<file path="src/pkg/dac_mux_regs.svh">
// Purpose: Named constants of the dual-port DAC input mux: APB map, fields, resets, timing.
// Assumes: 32-bit APB data, byte addresses, one aligned word per register.
// Notes: Definitions only.
`ifndef DAC_MUX_REGS_SVH
`define DAC_MUX_REGS_SVH

`define CODE_W 12
`define CODE_ALL_ONES 12'hFFF
`define PAIR_W 24
`define FIFO_DEPTH 4
`define FIFO_CNT_W 3

`define ADDR_W 12
`define OFF_CTRL 12'h000
`define OFF_STATUS 12'h004
`define OFF_CODE 12'h008
`define OFF_UPDATES 12'h00C

`define CTRL_OUT_EN_BIT 0
`define CTRL_RESET 1'h1
`define ST_MODE_LSB 0
`define ST_MODE_MSB 4
`define ST_PHASE_BIT 5
`define ST_LOCK_BIT 6
`define ST_CNT_LSB 8
`define ST_CNT_MSB 10
`define UPD_W 16

`define PCLK_PERIOD_NS 8
`define LOCK_TIME_NS 1000
`define LOCK_CYCLES ((`LOCK_TIME_NS + `PCLK_PERIOD_NS - 1) / `PCLK_PERIOD_NS)
`define LOCK_CNT_W 8

`endif

</file>
<file path="src/pkg/dac_mux_pkg.sv">
// Purpose: Types of the dual-port DAC input mux.
// Assumes: One-hot input mode codes.
// Notes: Constants live in dac_mux_regs.svh.
package dac_mux_pkg;

  typedef enum logic [4:0] {
    MODE_MULT  = 5'h01,
    MODE_INTLV = 5'h02,
    MODE_PORT1 = 5'h04,
    MODE_PORT2 = 5'h08,
    MODE_BAD   = 5'h10
  } input_mode_t;

endpackage

</file>
<file path="src/verilog/dac_input_mux.sv">
// Purpose: Input latches, port mux and output latch of a dual-port 12-bit DAC, with APB status.
// Assumes: pclk is the DAC update clock (2x); pins sampled synchronously to pclk.
// Notes: The current outputs are modelled as the true and complement codes.
// Behaviour
// - Multiplier active: capture both ports each rise
// - Same rise: old port 2 to output
// - Half period later: port 1 to output
// - Strap low disables the multiplier
// - Select pins pick interleaved, port1, port2
// - Interleaved: divide 2x clock to 1x
// - Disabled: delayed 1x clock on lock pin
// - Align pulse forces 1x clock high
// - First edge low, second high plus load
// - Align release timing decides lowering edge
// - Non-interleaved: capture selected port each edge
// - Next edge: captured value to output
// - Sample is unsigned 12-bit code
// - Complement output carries 4095 minus code
// - Multiplier active: lock pin shows lock
//
// Chosen here: the APB register port and the register offsets.
`timescale 1ns/1ps
`include "dac_mux_regs.svh"

module sample_fifo #(
  parameter int WIDTH = 24,
  parameter int DEPTH = 4,
  parameter int CNT_W = 3
) (
  // Clock and reset
  input wire logic clk,
  input wire logic rst_n,
  // Fill side
  input wire logic in_valid,
  output logic in_ready,
  input wire logic [WIDTH-1:0] in_data,
  // Drain side
  output logic out_valid,
  input wire logic out_ready,
  output logic [WIDTH-1:0] out_data,
  output logic [CNT_W-1:0] level
);
  logic [WIDTH-1:0] mem_r [DEPTH];
  logic [CNT_W-2:0] wr_ptr_r;
  logic [CNT_W-2:0] rd_ptr_r;
  logic [CNT_W-1:0] cnt_r;
  logic [CNT_W-1:0] cnt_nxt;
  logic ready_r;
  wire push = in_valid && ready_r;
  wire pop = out_valid && out_ready;

  assign cnt_nxt = cnt_r + CNT_W'(push) - CNT_W'(pop);
  assign out_valid = (cnt_r != '0);
  assign out_data = mem_r[rd_ptr_r];
  assign in_ready = ready_r;
  assign level = cnt_r;

  always_ff @(posedge clk or negedge rst_n) begin
    if (!rst_n) begin
      wr_ptr_r <= '0;
      rd_ptr_r <= '0;
      cnt_r <= '0;
      ready_r <= 1'b1;
    end else begin
      if (push) begin
        wr_ptr_r <= wr_ptr_r + 1'b1;
      end
      if (pop) begin
        rd_ptr_r <= rd_ptr_r + 1'b1;
      end
      cnt_r <= cnt_nxt;
      // Registered so the source sees full without a combinational path
      ready_r <= (cnt_nxt != CNT_W'(DEPTH));
    end
  end

  // No reset on storage; a word only counts once written
  always_ff @(posedge clk) begin
    if (push) begin
      mem_r[wr_ptr_r] <= in_data;
    end
  end
endmodule

module dac_input_mux (
  // Clock and reset
  input wire logic pclk,
  input wire logic presetn,
  // APB slave
  input wire logic psel,
  input wire logic penable,
  input wire logic pwrite,
  input wire logic [`ADDR_W-1:0] paddr,
  input wire logic [31:0] pwdata,
  output logic [31:0] prdata,
  output logic pready,
  output logic pslverr,
  // Sample source, one pair per 1x rise (per pclk edge in the port1 and port2 modes)
  input wire logic src_valid,
  output logic src_ready,
  input wire logic [`CODE_W-1:0] port1_data,
  input wire logic [`CODE_W-1:0] port2_data,
  // Mode and alignment pins
  input wire logic multiplier_supply_strap,
  input wire logic mode_select_low,
  input wire logic mode_select_high,
  input wire logic align_reset,
  // Outputs
  output logic lock_or_half_clock_out,
  output logic [`CODE_W-1:0] true_current_out,
  output logic [`CODE_W-1:0] complement_current_out
);
  dac_mux_pkg::input_mode_t mode_r;
  dac_mux_pkg::input_mode_t mode_nxt;
  logic phase_r;
  logic [`CODE_W-1:0] in1_r;
  logic [`CODE_W-1:0] in2_r;
  logic [`CODE_W-1:0] dac_r;
  logic [`CODE_W-1:0] dac_nxt;
  logic [`CODE_W-1:0] compl_r;
  logic [`CODE_W-1:0] single_r;
  logic single_ok_r;
  logic lock_out_r;
  logic [`LOCK_CNT_W-1:0] lock_cnt_r;
  logic locked_r;
  logic out_en_r;
  logic [`UPD_W-1:0] upd_r;
  logic [31:0] prdata_r;
  logic pready_r;
  logic pslverr_r;
  logic [`PAIR_W-1:0] fifo_data;
  logic fifo_valid;
  logic [`FIFO_CNT_W-1:0] fifo_level;

  // Mode decode from strap and selects
  wire strap_off = !multiplier_supply_strap;
  wire [1:0] sel_pins = {mode_select_high, mode_select_low};
  always_comb begin
    mode_nxt = dac_mux_pkg::MODE_BAD;
    if (!strap_off) begin
      mode_nxt = dac_mux_pkg::MODE_MULT;
    end else begin
      unique case (sel_pins)
        2'h0: mode_nxt = dac_mux_pkg::MODE_INTLV;
        2'h1: mode_nxt = dac_mux_pkg::MODE_PORT1;
        2'h2: mode_nxt = dac_mux_pkg::MODE_PORT2;
        // Forbidden combination parks the datapath
        2'h3: mode_nxt = dac_mux_pkg::MODE_BAD;
      endcase
    end
  end

  wire is_mult = (mode_r == dac_mux_pkg::MODE_MULT);
  wire is_intlv = (mode_r == dac_mux_pkg::MODE_INTLV);
  wire is_pair = is_mult || is_intlv;
  wire is_single = (mode_r == dac_mux_pkg::MODE_PORT1) || (mode_r == dac_mux_pkg::MODE_PORT2);
  wire align_hit = align_reset && !is_mult;
  wire rise = is_pair && !phase_r && !align_hit;
  wire fall = is_pair && phase_r && !align_hit;
  wire pop_pair = rise && fifo_valid;
  wire pop_single = is_single && fifo_valid;
  wire fifo_pop = pop_pair || pop_single;
  wire [`CODE_W-1:0] f_p1 = fifo_data[`CODE_W-1:0];
  wire [`CODE_W-1:0] f_p2 = fifo_data[`PAIR_W-1:`CODE_W];
  wire [`CODE_W-1:0] f_sel = (mode_r == dac_mux_pkg::MODE_PORT2) ? f_p2 : f_p1;

  // Output latch source; anything else holds the code
  wire load2 = rise && out_en_r;
  wire load1 = fall && out_en_r;
  wire load_s = is_single && single_ok_r && out_en_r;
  wire load_any = load2 || load1 || load_s;
  assign dac_nxt = load2 ? in2_r : load1 ? in1_r : load_s ? single_r : dac_r;

  sample_fifo #(
    .WIDTH(`PAIR_W),
    .DEPTH(`FIFO_DEPTH),
    .CNT_W(`FIFO_CNT_W)
  ) u_fifo (
    .clk(pclk),
    .rst_n(presetn),
    .in_valid(src_valid),
    .in_ready(src_ready),
    .in_data({port2_data, port1_data}),
    .out_valid(fifo_valid),
    .out_ready(fifo_pop),
    .out_data(fifo_data),
    .level(fifo_level)
  );

  // Internal 1x clock as a phase flag
  always_ff @(posedge pclk or negedge presetn) begin
    if (!presetn) begin
      mode_r <= dac_mux_pkg::MODE_MULT;
      phase_r <= 1'b1;
    end else begin
      mode_r <= mode_nxt;
      // Align wins over the toggle, so a held align parks the 1x clock high
      if (align_hit) begin
        phase_r <= 1'b1;
      end else begin
        phase_r <= !phase_r;
      end
    end
  end

  // Input latches; a dry FIFO leaves them unchanged
  // Pops ignore out_en so the stream keeps its pace while the output is frozen
  always_ff @(posedge pclk or negedge presetn) begin
    if (!presetn) begin
      in1_r <= '0;
      in2_r <= '0;
      single_r <= '0;
      single_ok_r <= 1'b0;
    end else begin
      if (pop_pair) begin
        in1_r <= f_p1;
        in2_r <= f_p2;
      end
      if (pop_single) begin
        single_r <= f_sel;
      end
      single_ok_r <= pop_single;
    end
  end

  // Output latch and current codes
  // Complement in its own flop so both pins switch on one edge
  always_ff @(posedge pclk or negedge presetn) begin
    if (!presetn) begin
      dac_r <= '0;
      compl_r <= `CODE_ALL_ONES;
      upd_r <= '0;
    end else begin
      dac_r <= dac_nxt;
      compl_r <= `CODE_ALL_ONES - dac_nxt;
      if (load_any) begin
        upd_r <= upd_r + 1'b1;
      end
    end
  end
  assign true_current_out = dac_r;
  assign complement_current_out = compl_r;

  // Lock model: fixed settle count after the multiplier starts
  // Count restarts whenever the strap drops, as a real loop would relock
  always_ff @(posedge pclk or negedge presetn) begin
    if (!presetn) begin
      lock_cnt_r <= '0;
      locked_r <= 1'b0;
      lock_out_r <= 1'b0;
    end else begin
      if (!is_mult) begin
        lock_cnt_r <= '0;
        locked_r <= 1'b0;
      end else if (lock_cnt_r == `LOCK_CNT_W'(`LOCK_CYCLES)) begin
        locked_r <= 1'b1;
      end else begin
        lock_cnt_r <= lock_cnt_r + 1'b1;
      end
      // One flop of delay stands in for the pad delay
      lock_out_r <= is_mult ? locked_r : phase_r;
    end
  end
  assign lock_or_half_clock_out = lock_out_r;

  // APB slave, zero wait states: answer prepared in the setup cycle
  // Writes to read-only words are dropped without an error
  wire setup = psel && !penable;
  wire wr_acc = psel && penable && pwrite && pready_r;
  wire hit_ctrl = (paddr == `OFF_CTRL);
  wire hit_status = (paddr == `OFF_STATUS);
  wire hit_code = (paddr == `OFF_CODE);
  wire hit_upd = (paddr == `OFF_UPDATES);
  wire hit_any = hit_ctrl || hit_status || hit_code || hit_upd;
  wire [31:0] status_word = {21'h000000, fifo_level, 1'b0, locked_r, phase_r, mode_r};
  wire [31:0] rd_mux = hit_ctrl ? {31'h00000000, out_en_r} :
                       hit_status ? status_word :
                       hit_code ? {20'h00000, dac_r} :
                       hit_upd ? {16'h0000, upd_r} : 32'h00000000;

  always_ff @(posedge pclk or negedge presetn) begin
    if (!presetn) begin
      pready_r <= 1'b0;
      pslverr_r <= 1'b0;
      prdata_r <= '0;
      out_en_r <= `CTRL_RESET;
    end else begin
      pready_r <= setup;
      pslverr_r <= setup && !hit_any;
      prdata_r <= (setup && !pwrite) ? rd_mux : 32'h00000000;
      if (wr_acc && hit_ctrl) begin
        out_en_r <= pwdata[`CTRL_OUT_EN_BIT];
      end
    end
  end
  assign prdata = prdata_r;
  assign pready = pready_r;
  assign pslverr = pslverr_r;
endmodule

</file>
<file path="config.mk">
export PLATFORM = sky130hd
export DESIGN_NAME = dac_input_mux
export DESIGN_NICKNAME = d
export VERILOG_FILES = /design/src/pkg/dac_mux_pkg.sv /design/src/verilog/dac_input_mux.sv
export VERILOG_INCLUDE_DIRS = /design/src /design/src/pkg
export SDC_FILE = /design/constraint.sdc
export NUM_CORES = 1
export LEC_CHECK = 0
export ABC_AREA = 1
export BUFFER_PORTS_ARGS = -buffer_cell sky130_fd_sc_hd__buf_2
export CAP_MARGIN = 25
export CORE_MARGIN = 1
export CORE_UTILIZATION = 64
export CTS_BUF_LIST = sky130_fd_sc_hd__clkbuf_4 sky130_fd_sc_hd__clkbuf_8
export CTS_CLUSTER_DIAMETER = 30
export DETAILED_ROUTE_END_ITERATION = 7
export MAX_ROUTING_LAYER = met4
export PLACE_DENSITY = 0.87
export SYNTH_ARGS = -nofsm -noshare
export SYNTH_HDL_FRONTEND = slang
export SYNTH_SLANG_ARGS = --single-unit
</file>
<file path="constraint.sdc">
create_clock -name pclk -period 4 [get_ports pclk]
set_input_delay 1.2 -clock pclk [delete_from_list [all_inputs] [get_ports pclk]]
set_output_delay 1.2 -clock pclk [all_outputs]
set_load 0.02 [all_outputs]
</file>
==> metrics.md, run 1 <==
| Metric | Value |
|---|---|
| Asr flop ratio synth | `a little under three fifths` |
| Max-Cap Viols | `0` |
| GP Congestion | `roughly 0.90` |
| Netlist cell types | `38` |
| Ys flop type | `dfrtp_1` |
| Register bit count reported by yosys | `around 220` |
| Final Skew | `~0.015 ns` |
| Congestion Overflow GR | `0` |
| Max FO, Critical Path | `15` |
| Ports | `roughly 140` |
| Mapped Area | `0.01019 mm^2` |
| CTS Hold Bufs | `0` |
| Post-DP HPWL | `approximately 14 mm` |
| Clk root buf | `clkbuf_8` |
| Port bufs | `90` |
| Synth area leader | `edfxtp_1` |
| Total wire length | `~22 mm` |
| Largest net degree at the start of global routing | `between 60 and 70` |
| Core area | `0.01537 mm^2` |
| Endpoints failing setup | `0` |
| Flop2flop setup slack | `~1.3 ns` |
| Synth-to-Final Area Change | `13.88%` |
| VDD IR max | `0.5275 mV` |
| Min cycle time layout | `roughly 2.7 ns` |
| Register area share after synthesis | `~58%` |
| Sw frac | `roughly a third` |
| Die width | `about 130 um` |
| Max Slew Vio Count | `0` |
| Vias per cell | `between 5 and 6` |
| Lkg Pwr | `roughly 5.5 nW` |
| Pre-CTS setup slack | `between 0.7 and 0.8 ns` |
| Max-slew headroom | `a little over a third` |
| CTS Buffer Depth | `3` |
| Share of layout cells above drive strength 1 | `a little under a fifth` |
| Total Routing Usage GR | `between 20% and 30%` |
| Fmax | `roughly 370 MHz` |
| Post-synth EDFFs | `between 90 and 100` |
| First-pass GRT wire length | `approximately 35 mm` |
| Yosys warning total | `0` |
| Status | `completed` |
| CP startpoint kind | `input port` |
| Final Hold Viols | `0` |
| Hold path cells | `2` |
| Fin crit share | `between 60 and 70%` |
| R2R cell count | `11` |
| Share of the synthesized area in the top cell type | `~28%` |
| CTS buffer count | `40` |
| Critical path endpoint category | `flop` |
| Most frequent cells in the layout | `nand2_1 (260), inv_1 (153), dfrtp_1 (103), edfxtp_1 (96), buf_2 (89)` |
| Pwr dens | `around 660 mW/mm^2` |
| Antenna Nets Post-Route | `0` |
| Flip-flop and latch area | `between 0.005 and 0.006 mm^2` |
| Post_cts resized | `0` |
| Number of global-route vias before repair | `7446` |
| Worst slew pin tran | `between 0.9 and 1 ns` |
| H-Tree Depth | `2` |
| Hold Path End | `single_r[11]$_DFFE_PN0P_` |
| Hold Path Origin | `single_r[11]$_DFFE_PN0P_` |
| Initial antenna violation count | `0` |
| Mapped Cells | `~1.1k` |
| Reg2Reg Capture Point | `u_fifo.in_ready$_DFF_PN1_` |
| Multi-input gate area | `around 0.0034 mm^2` |
| DRT iter0 DRCs | `641` |
| Switching power | `2.685 mW` |
| Clock Pin Slew Worst Setup and Hold Paths | `roughly 0.06 ns` |
| Final core occ | `between 70% and 80%` |
| Int Pwr | `between 4 and 5 mW` |
| Via count | `a little under 8k` |
| Arr. time, crit path | `around 3.2 ns` |
| Main area contributors after synthesis | `edfxtp_1 (28%), dfrtp_1 (26%), nand2_1 (9.6%), inv_1 (5.6%), o211ai_1 (4.2%)` |
| Commonest non-fill, non-tap cell in the layout | `nand2_1` |
| Fill count | `1040` |
| Sequential Power Share | `between 40% and 50%` |
| WL/cell | `roughly 15 um` |
| Initial Util | `around two thirds` |
| 1st-pass router iterations | `7` |
| CTS tree | `done` |
| Crit path kind | `input port to flop` |
| Setup ws final | `1.294 ns` |
| Start of the worst register-to-register path | `mode_r[0]$_DFF_PN1_` |
| Clock Latency Late Sink | `around 0.54 ns` |
| Setup bufs post-CTS | `0` |
| Clk network pwr share | `29.3%` |
| HP Class | `flop to flop` |
| Die Ht | `about 130 um` |
| Nets | `1274` |
| Final TNS setup | `0 ns` |
| Num Clock Sinks | `about 220` |
| Req. time, crit path | `about 4.5 ns` |
| Row cnt | `45` |
| Syn_area_per_cell | `9.342 um^2` |
| DRC | `0` |
| Ant. Diodes | `0` |
| RSZ-0062 raised after global routing | `false` |
| Die area | `between 0.015 and 0.02 mm^2` |
| Comb pwr share | `27.3%` |
-- per-stage QoR --
stage	cells	cell area [um^2]	power (mW)	hold WS [ns]
after global routing	1428	11610	8.028	0.4995
after global placement	1355	10740	5.262	0.4675
after CTS	1428	11610	7.619	0.4945
after floorplan	1106	10250	4.694	0.4530
final	1428	11610	7.606	0.5023
after detailed placement	1355	10740	5.366	0.4800
-- worst max path at each step --
stage | endpoint | depth (start not counted) | from
floorplan | u_fifo.in_ready$_DFF_PN1_ | 11 | align_reset
global placement | u_fifo.in_ready$_DFF_PN1_ | 11 | align_reset
detailed placement | u_fifo.in_ready$_DFF_PN1_ | 11 | align_reset
CTS | u_fifo.in_ready$_DFF_PN1_ | 11 | align_reset
global route | u_fifo.in_ready$_DFF_PN1_ | 13 | mode_r[2]$_DFF_PN0_
finish | u_fifo.in_ready$_DFF_PN1_ | 11 | align_reset
-- sequential cells by signal, indices dropped and copies added, names as in the netlist, 3 cells and up --
signal and count:
prdata 16, upd_r 16, u_fifo.level 3, in1_r 12
u_fifo.mem_r 96, true_current_out 12, in2_r 12, mode_r 5
single_r 12, lock_cnt_r 8, complement_current_out 12
-- worst max-delay path: stages --
cell and delay, ns:
buf_2 0.10, nand2_2 0.23, nand3_2 0.18, nand2_2 0.10
ha_1 0.28, inv_1 0.04, ha_1 0.18, fa_1 0.37
xnor2_1 0.19, xor2_1 0.21, nand2_1 0.08
-- cells by family after synthesis --
group | share of synthesized area, %
AND/OR/NAND/NOR | 20.45
buffers and inverters | 9.403
XOR/XNOR | 1.547
other | 0.03679
AO/OA/AOI/OAI | 9.317
adder cells (fa/ha/maj) | 1.301
flip-flops | 57.94
-- cell type report --
class	instances	area share, %
Multi-Input combinational cell	665	29.24
Clock buffer	56	6.047
Inverter	158	5.109
Sequential cell	216	50.89
Timing Repair Buffer	105	4.980
Tap cell	211	2.274
Clock inverter	17	1.455
-- routing by layer --
layer | part of all wire [%] | up-vias | global-route usage (%)
met5 | 0 | - | -
met4 | 4.5 | 0 | 15.57
met3 | 7.1 | 76 | 5.467
met2 | 49 | 336 | 47.28
met1 | 40 | 3658 | 33.87
li1 | - | 3751 | -
-- cells in the mapped netlist, types with 3 or more instances --
master       n
xor2_1      16
a21oi_2     10
o21ai_1     17
o2111ai_1   12
o21ai_0     38
nor3_1      17
nand2_1    260
ha_1         9
nand2_2      4
inv_2        5
nor2_1      81
nand3_2      3
a21oi_1      7
o211ai_1    57
or2_0       12
inv_1      153
buf_2       23
nand3_1     60
buf_4       18
edfxtp_1    96
nand4_1     33
dfstp_2     16
dfrtp_1    104
clkbuf_1    21
-- power groups by stage --
| stage | clock, mW | sequential, mW | combinational, mW |
|---|---|---|---|
| 2_1_floorplan | 0 | 3.33 | 1.36 |
| 3_3_place_gp | 0 | 3.29 | 1.97 |
| 3_5_place_dp | 0 | 3.32 | 2.05 |
| 4_1_cts | 2.26 | 3.28 | 2.08 |
| 5_1_grt | 2.35 | 3.35 | 2.32 |
| 6_report | 2.23 | 3.30 | 2.08 |
(Power assumes the default switching activity.)
==> run 2, diff against run 1 <==
--- a/config.mk
+++ b/config.mk
@@ -10,12 +10,12 @@
 export BUFFER_PORTS_ARGS = -buffer_cell sky130_fd_sc_hd__buf_2
 export CAP_MARGIN = 25
 export CORE_MARGIN = 1
-export CORE_UTILIZATION = 64
+export CORE_UTILIZATION = 60
 export CTS_BUF_LIST = sky130_fd_sc_hd__clkbuf_4 sky130_fd_sc_hd__clkbuf_8
 export CTS_CLUSTER_DIAMETER = 30
 export DETAILED_ROUTE_END_ITERATION = 7
 export MAX_ROUTING_LAYER = met4
-export PLACE_DENSITY = 0.87
+export PLACE_DENSITY = 0.83
 export SYNTH_ARGS = -nofsm -noshare
 export SYNTH_HDL_FRONTEND = slang
 export SYNTH_SLANG_ARGS = --single-unit
==> constraint.sdc (replaced) <==
create_clock -name pclk -period 2.65 [get_ports pclk]
set_input_delay 0.795 -clock pclk [delete_from_list [all_inputs] [get_ports pclk]]
set_output_delay 0.795 -clock pclk [all_outputs]
set_load 0.02 [all_outputs]
==> metrics.md, run 2 (synthesis gave the netlist of run 1 again) <==
| Metric | Value |
|---|---|
| Number of global-route vias before repair | `7489` |
| Antenna Nets Post-Route | `0` |
| Die area | `0.01751 mm^2` |
| Commonest non-fill, non-tap cell in the layout | `nand2_1` |
| Register with the most flip-flops | `u_fifo.mem_r` |
| Most frequent cells in the layout | `nand2_1 (260), inv_1 (153), dfrtp_1 (103), edfxtp_1 (96), buf_2 (89)` |
| Port bufs | `90` |
| Clk root buf | `clkbuf_8` |
| Total wire length | `between 20 and 25 mm` |
| Req. time, crit path | `approximately 3.1 ns` |
| CTS buffer count | `41` |
| Max Slew Vio Count | `0` |
| Crit path kind | `flop to flop` |
| DRC | `0` |
| H-Tree Depth | `2` |
| GP Congestion | `0.9017` |
| Post-DP HPWL | `~15 mm` |
| Total Routing Usage GR | `between 20% and 30%` |
| Initial antenna violation count | `0` |
| RSZ-0062 raised after global routing | `false` |
| Share of layout cells above drive strength 1 | `19.71%` |
| 1st-pass router iterations | `7` |
| Ant. Diodes | `0` |
| Critical path endpoint category | `flop` |
| Final Hold Viols | `0` |
| Final Skew | `0.01846 ns` |
| HP Class | `input port to async pin` |
| Vias per cell | `roughly 5.3` |
| Endpoints failing setup | `0` |
| Arr. time, crit path | `2.92 ns` |
| VDD IR max | `around 0.7 mV` |
| Num Clock Sinks | `between 200 and 250` |
| Fin crit share | `about 93%` |
| Fmax | `between 400 and 500 MHz` |
| CTS tree | `done` |
| R2R cell count | `14` |
| Reg2Reg Capture Point | `u_fifo.in_ready$_DFF_PN1_` |
| Synth-to-Final Area Change | `15.87%` |
| WL/cell | `~15 um` |
| Flop2flop setup slack | `~0.19 ns` |
| CP max stage cell | `dfstp_2` |
| Row cnt | `between 40 and 50` |
| CP startpoint kind | `flop` |
| Fill count | `about 1.2k` |
| GRT Max-Usage Layer | `met2` |
| Met3 Track Usage GR | `4.998%` |
| Grt met1 use | `around 34%` |
| Clock Pin Slew Worst Setup and Hold Paths | `0.06 ns` |
| Lkg Pwr | `5.592 nW` |
| Met2 usage | `roughly 43%` |
| Pwr Total | `approximately 12 mW` |
| Buf/Inv on CP | `2` |
| Min cycle time layout | `2.457 ns` |
| Ports | `138` |
| Start of the worst register-to-register path | `mode_r[0]$_DFF_PN1_` |
| Congestion Overflow GR | `0` |
| Max-slew headroom | `a little over half` |
| Number of flip-flops in the largest register | `96` |
| First-pass GRT wire length | `around 36 mm` |
| Core area | `around 0.017 mm^2` |
| CP delay by family, top | `adder cells` |
| Die Ht | `~130 um` |
| Max FO, Critical Path | `4` |
| Final TNS setup | `0 ns` |
| Initial Util | `between 60% and 70%` |
| Via count | `roughly 7.7k` |
| Pwr dens | `994.5 mW/mm^2` |
| CTS Buffer Depth | `3` |
| Worst slew pin tran | `approximately 0.7 ns` |
| DRT iter0 DRCs | `between 600 and 700` |
| Max-Cap Viols | `0` |
| Die width | `132.3 um` |
| Largest net degree at the start of global routing | `49` |
| Crit-path max cell delay | `0.55 ns` |
| Clock Latency Late Sink | `0.55 ns` |
| Status | `completed` |
| Nets | `1288` |
| Most used cell, CP | `nand2_1` |
| Crit-path cells | `inv_1 -> nand2_1 -> nand2_1 -> nand2_4 -> nor2_4 -> nand3_2 -> nand2_2 -> ha_1 -> inv_1 -> ha_1 -> fa_2 -> xnor2_2 -> xor2_1 -> nand2_1` |
==> run 2: how the worst max path moves through the flow <==
stage,from,endpoint,slack [ns],cells past startpoint
after CTS,mode_r[0]$_DFF_PN1_,u_fifo.in_ready$_DFF_PN1_,0.08,14
after global placement,align_reset,u_fifo.in_ready$_DFF_PN1_,0.13,11
after detailed placement,align_reset,u_fifo.in_ready$_DFF_PN1_,0.03,11
after global routing,mode_r[0]$_DFF_PN1_,u_fifo.in_ready$_DFF_PN1_,0.03,14
final,mode_r[0]$_DFF_PN1_,u_fifo.in_ready$_DFF_PN1_,0.19,14
after floorplan,align_reset,u_fifo.in_ready$_DFF_PN1_,0.11,11
==> run 2: layer usage <==
metal	part of all wire, %	wire length, um
met4	3.0	656
met5	0	0
met2	48	10660
met3	6.6	1466
met1	42	9337
==> run 2: timing repair <==
item	CTS	global route
endpoints found under the setup margin	0	2
setup buffers	0	2
resized for setup	0	3
hold buffers	0	0
==> run 2: cell type report <==
cell class / count / area, um^2 / area share (%)
sequential: 216 / 5907 / 50.02
multi-input combinational: 665 / 3410 / 28.87
timing repair buffer: 118 / 713.2 / 6.039
clock buffer: 57 / 703.2 / 5.954
inverter: 158 / 593.1 / 5.022
tap: 220 / 275.3 / 2.331
clock inverter: 19 / 209.0 / 1.769
==> run 2: worst reg2reg max path, stage by stage, from the launching register on <==
cell and delay [ns]:
dfstp_2 0.55, inv_1 0.07, nand2_1 0.06, nand2_1 0.09, nand2_4 0.11, nor2_4 0.05, nand3_2 0.08, nand2_2 0.09
ha_1 0.29, inv_1 0.04, ha_1 0.19, fa_2 0.35, xnor2_2 0.14, xor2_1 0.20, nand2_1 0.08
==> run 2: power by group <==
part           switching, mW  internal [mW]
registers              0.492           4.42
logic                   2.21           1.09
clock network           1.41           2.13
total                   4.11           7.64
==> run 2: through the flow <==
stage,hold WS (ns),utilization [%],instance area (um^2),worst slack [ns],instances
6_report,0.2308,71.22,11810,0.1929,1453
3_5_place_dp,0.4786,65.53,10870,0.02979,1375
2_1_floorplan,0.4530,-,10250,0.1129,1106
4_1_cts,0.2248,71.04,11780,0.07736,1451
3_3_place_gp,0.4672,65.53,10870,0.1303,1375
5_1_grt,0.2512,71.22,11810,0.03077,1453
==> run 3, diff against run 2 <==
--- a/config.mk
+++ b/config.mk
@@ -9,6 +9,7 @@
 export ABC_AREA = 1
 export BUFFER_PORTS_ARGS = -buffer_cell sky130_fd_sc_hd__buf_2
 export CAP_MARGIN = 25
+export CORE_ASPECT_RATIO = 1.2
 export CORE_MARGIN = 1
 export CORE_UTILIZATION = 60
 export CTS_BUF_LIST = sky130_fd_sc_hd__clkbuf_4 sky130_fd_sc_hd__clkbuf_8
==> metrics.md, run 3 (synthesis gave the netlist of run 1 again) <==
| Metric | Value |
|---|---|
| Share of layout cells above drive strength 1 | `about 20%` |
| Congestion Overflow GR | `0` |
| DRC | `0` |
| Clk root buf | `clkbuf_8` |
| Min cycle time layout | `2.447 ns` |
| Sw frac | `about a third` |
| Endpoints failing setup | `0` |
| Number of flip-flops in the largest register | `96` |
| CP startpoint kind | `flop` |
| Number of global-route vias before repair | `around 7.8k` |
| Port bufs | `90` |
| Die Ht | `about 140 um` |
| Commonest non-fill, non-tap cell in the layout | `nand2_1` |
| Antenna Nets Post-Route | `0` |
| Most frequent cells in the layout | `nand2_1 (260), inv_1 (153), dfrtp_1 (103), edfxtp_1 (96), buf_2 (89)` |
| Fill count | `about 1.2k` |
| Max FO, Critical Path | `3` |
| Fin crit share | `92.33%` |
| Comb pwr share | `between 20% and 30%` |
| Final Hold Viols | `0` |
| Nets | `around 1.3k` |
| Max-slew headroom | `66.01%` |
| GP Congestion | `a little over 0.9` |
| Ports | `~140` |
| Worst slew pin tran | `around 0.51 ns` |
| HP Class | `input port to async pin` |
| Vias per cell | `roughly 5.5` |
| Register with the most flip-flops | `u_fifo.mem_r` |
| Max-Cap Viols | `0` |
| Pre-CTS setup slack | `0.1092 ns` |
| Worst hold margin | `0.1893 ns` |
| WL/cell | `~16 um` |
| Core area | `0.01640 mm^2` |
| Num Clock Sinks | `216` |
| Crit path kind | `flop to flop` |
| CTS tree | `done` |
| RSZ-0062 raised after global routing | `false` |
| Row cnt | `51` |
| Post-DP HPWL | `about 15 mm` |
| Pwr dens | `roughly 1000 mW/mm^2` |
| First-pass GRT wire length | `around 37 mm` |
| VDD IR max | `approximately 0.68 mV` |
| 1st-pass router iterations | `7` |
| Final core occ | `72.46%` |
| Flip-flop and latch area | `~0.006 mm^2` |
| Via count | `~7.9k` |
| Largest net degree at the start of global routing | `49` |
| Multi-input gate area | `0.003407 mm^2` |
| Int Pwr | `7.838 mW` |
| Final TNS setup | `0 ns` |
| Critical path endpoint category | `flop` |
| Setup ws final | `around 0.2 ns` |
| Sequential Power Share | `about 40%` |
| Synth-to-Final Area Change | `16.58%` |
| Lkg Pwr | `about 5.6 nW` |
| Clock Latency Late Sink | `between 0.5 and 0.6 ns` |
| Ant. Diodes | `0` |
| Clock Pin Slew Worst Setup and Hold Paths | `about 0.060 ns` |
| Switching power | `4.202 mW` |
| Initial antenna violation count | `0` |
| Dpl cells | `1369` |
| Initial Util | `~62%` |
| Total wire length | `22.53 mm` |
| Total Routing Usage GR | `27.75%` |
| Fmax | `around 410 MHz` |
| H-Tree Depth | `2` |
| Die area | `0.01751 mm^2` |
| Clk network pwr share | `between 30% and 40%` |
| Die width | `121.0 um` |
| Status | `completed` |
| Max Slew Vio Count | `0` |
| Arr. time, crit path | `between 2 and 3 ns` |
| CTS Hold Bufs | `0` |
| CTS buffer count | `between 40 and 50` |
| Finished Layout Cells | `around 1.5k` |
| Req. time, crit path | `approximately 3.1 ns` |
| DRT iter0 DRCs | `629` |
| CTS Buffer Depth | `3` |
| Final Skew | `0.02852 ns` |
[run 3: cell count changes in the layout (fill, tap and decap cells not counted), moves of 2 or more]
| cell | delta |
|---|---|
| clkbuf_8 | +3 |
| buf_4 | +2 |
| clkinv_2 | -2 |
| inv_6 | +2 |
[run 3: cell type report]
| cell class | instances | share of cell area, % |
|---|---|---|
| Timing Repair Buffer | 119 | 5.960 |
| Sequential cell | 216 | 49.71 |
| Clock buffer | 61 | 6.328 |
| Tap cell | 212 | 2.232 |
| Clock inverter | 20 | 2.106 |
| Inverter | 158 | 4.991 |
| Multi-Input combinational cell | 665 | 28.67 |
[run 3: stage by stage]
stage	cell area, um^2	total power [mW]
after floorplan	10250	7.086
after global placement	10850	8.039
after detailed placement	10850	8.168
after CTS	11850	12.08
after global routing	11880	12.73
final	11880	12.04
[run 3: worst paths after layout]
path,start,to,slack [ns],depth (start not counted)
hold / removal,presetn,true_current_out[7]$_DFF_PN0_,0.19,1
hold reg to reg,single_r[11]$_DFFE_PN0P_,single_r[11]$_DFFE_PN0P_,0.49,2
setup reg to reg,mode_r[0]$_DFF_PN1_,u_fifo.in_ready$_DFF_PN1_,0.20,14
max in group asynchronous,presetn,prdata[11]$_DFF_PN0_,1.74,2
min in group pclk,multiplier_supply_strap,mode_r[0]$_DFF_PN1_,0.39,1
setup / recovery,mode_r[0]$_DFF_PN1_,u_fifo.in_ready$_DFF_PN1_,0.20,14
[run 3: layer usage]
layer  routed length, um  track usage, %  share of wire, %  up-vias
li1                    -               -                 -     3802
met1                8631           30.88                38     3697
met2               11360           46.47                50      344
met3                1509           5.799               6.7       80
met4                1026           16.05               4.6        0
met5                   0               -                 0        -
[run 3: power by group through the flow]
stage | registers [mW] | clock network [mW] | logic, mW
5_1_grt | 5.00 | 4.05 | 3.69
6_report | 4.92 | 3.85 | 3.28
2_1_floorplan | 5.03 | 0 | 2.06
4_1_cts | 4.90 | 3.91 | 3.27
3_5_place_dp | 4.95 | 0 | 3.22
3_3_place_gp | 4.91 | 0 | 3.13
[run 3: worst max-delay path: stages, from the launching register on]
cell     delay, ns
dfstp_2       0.56
inv_1         0.07
nand2_1       0.06
nand2_1       0.08
nand2_4       0.11
nor2_4        0.05
nand3_2       0.07
nand2_2       0.06
ha_1          0.27
inv_1         0.04
ha_1          0.18
fa_1          0.41
xnor2_2       0.16
xor2_1        0.19
nand2_1       0.08
[run 3: repair_timing]
action                                  in CTS  in global routing
buffers inserted                             0                  1
endpoints found under the setup margin       0                  1
resized for setup                            0                  2
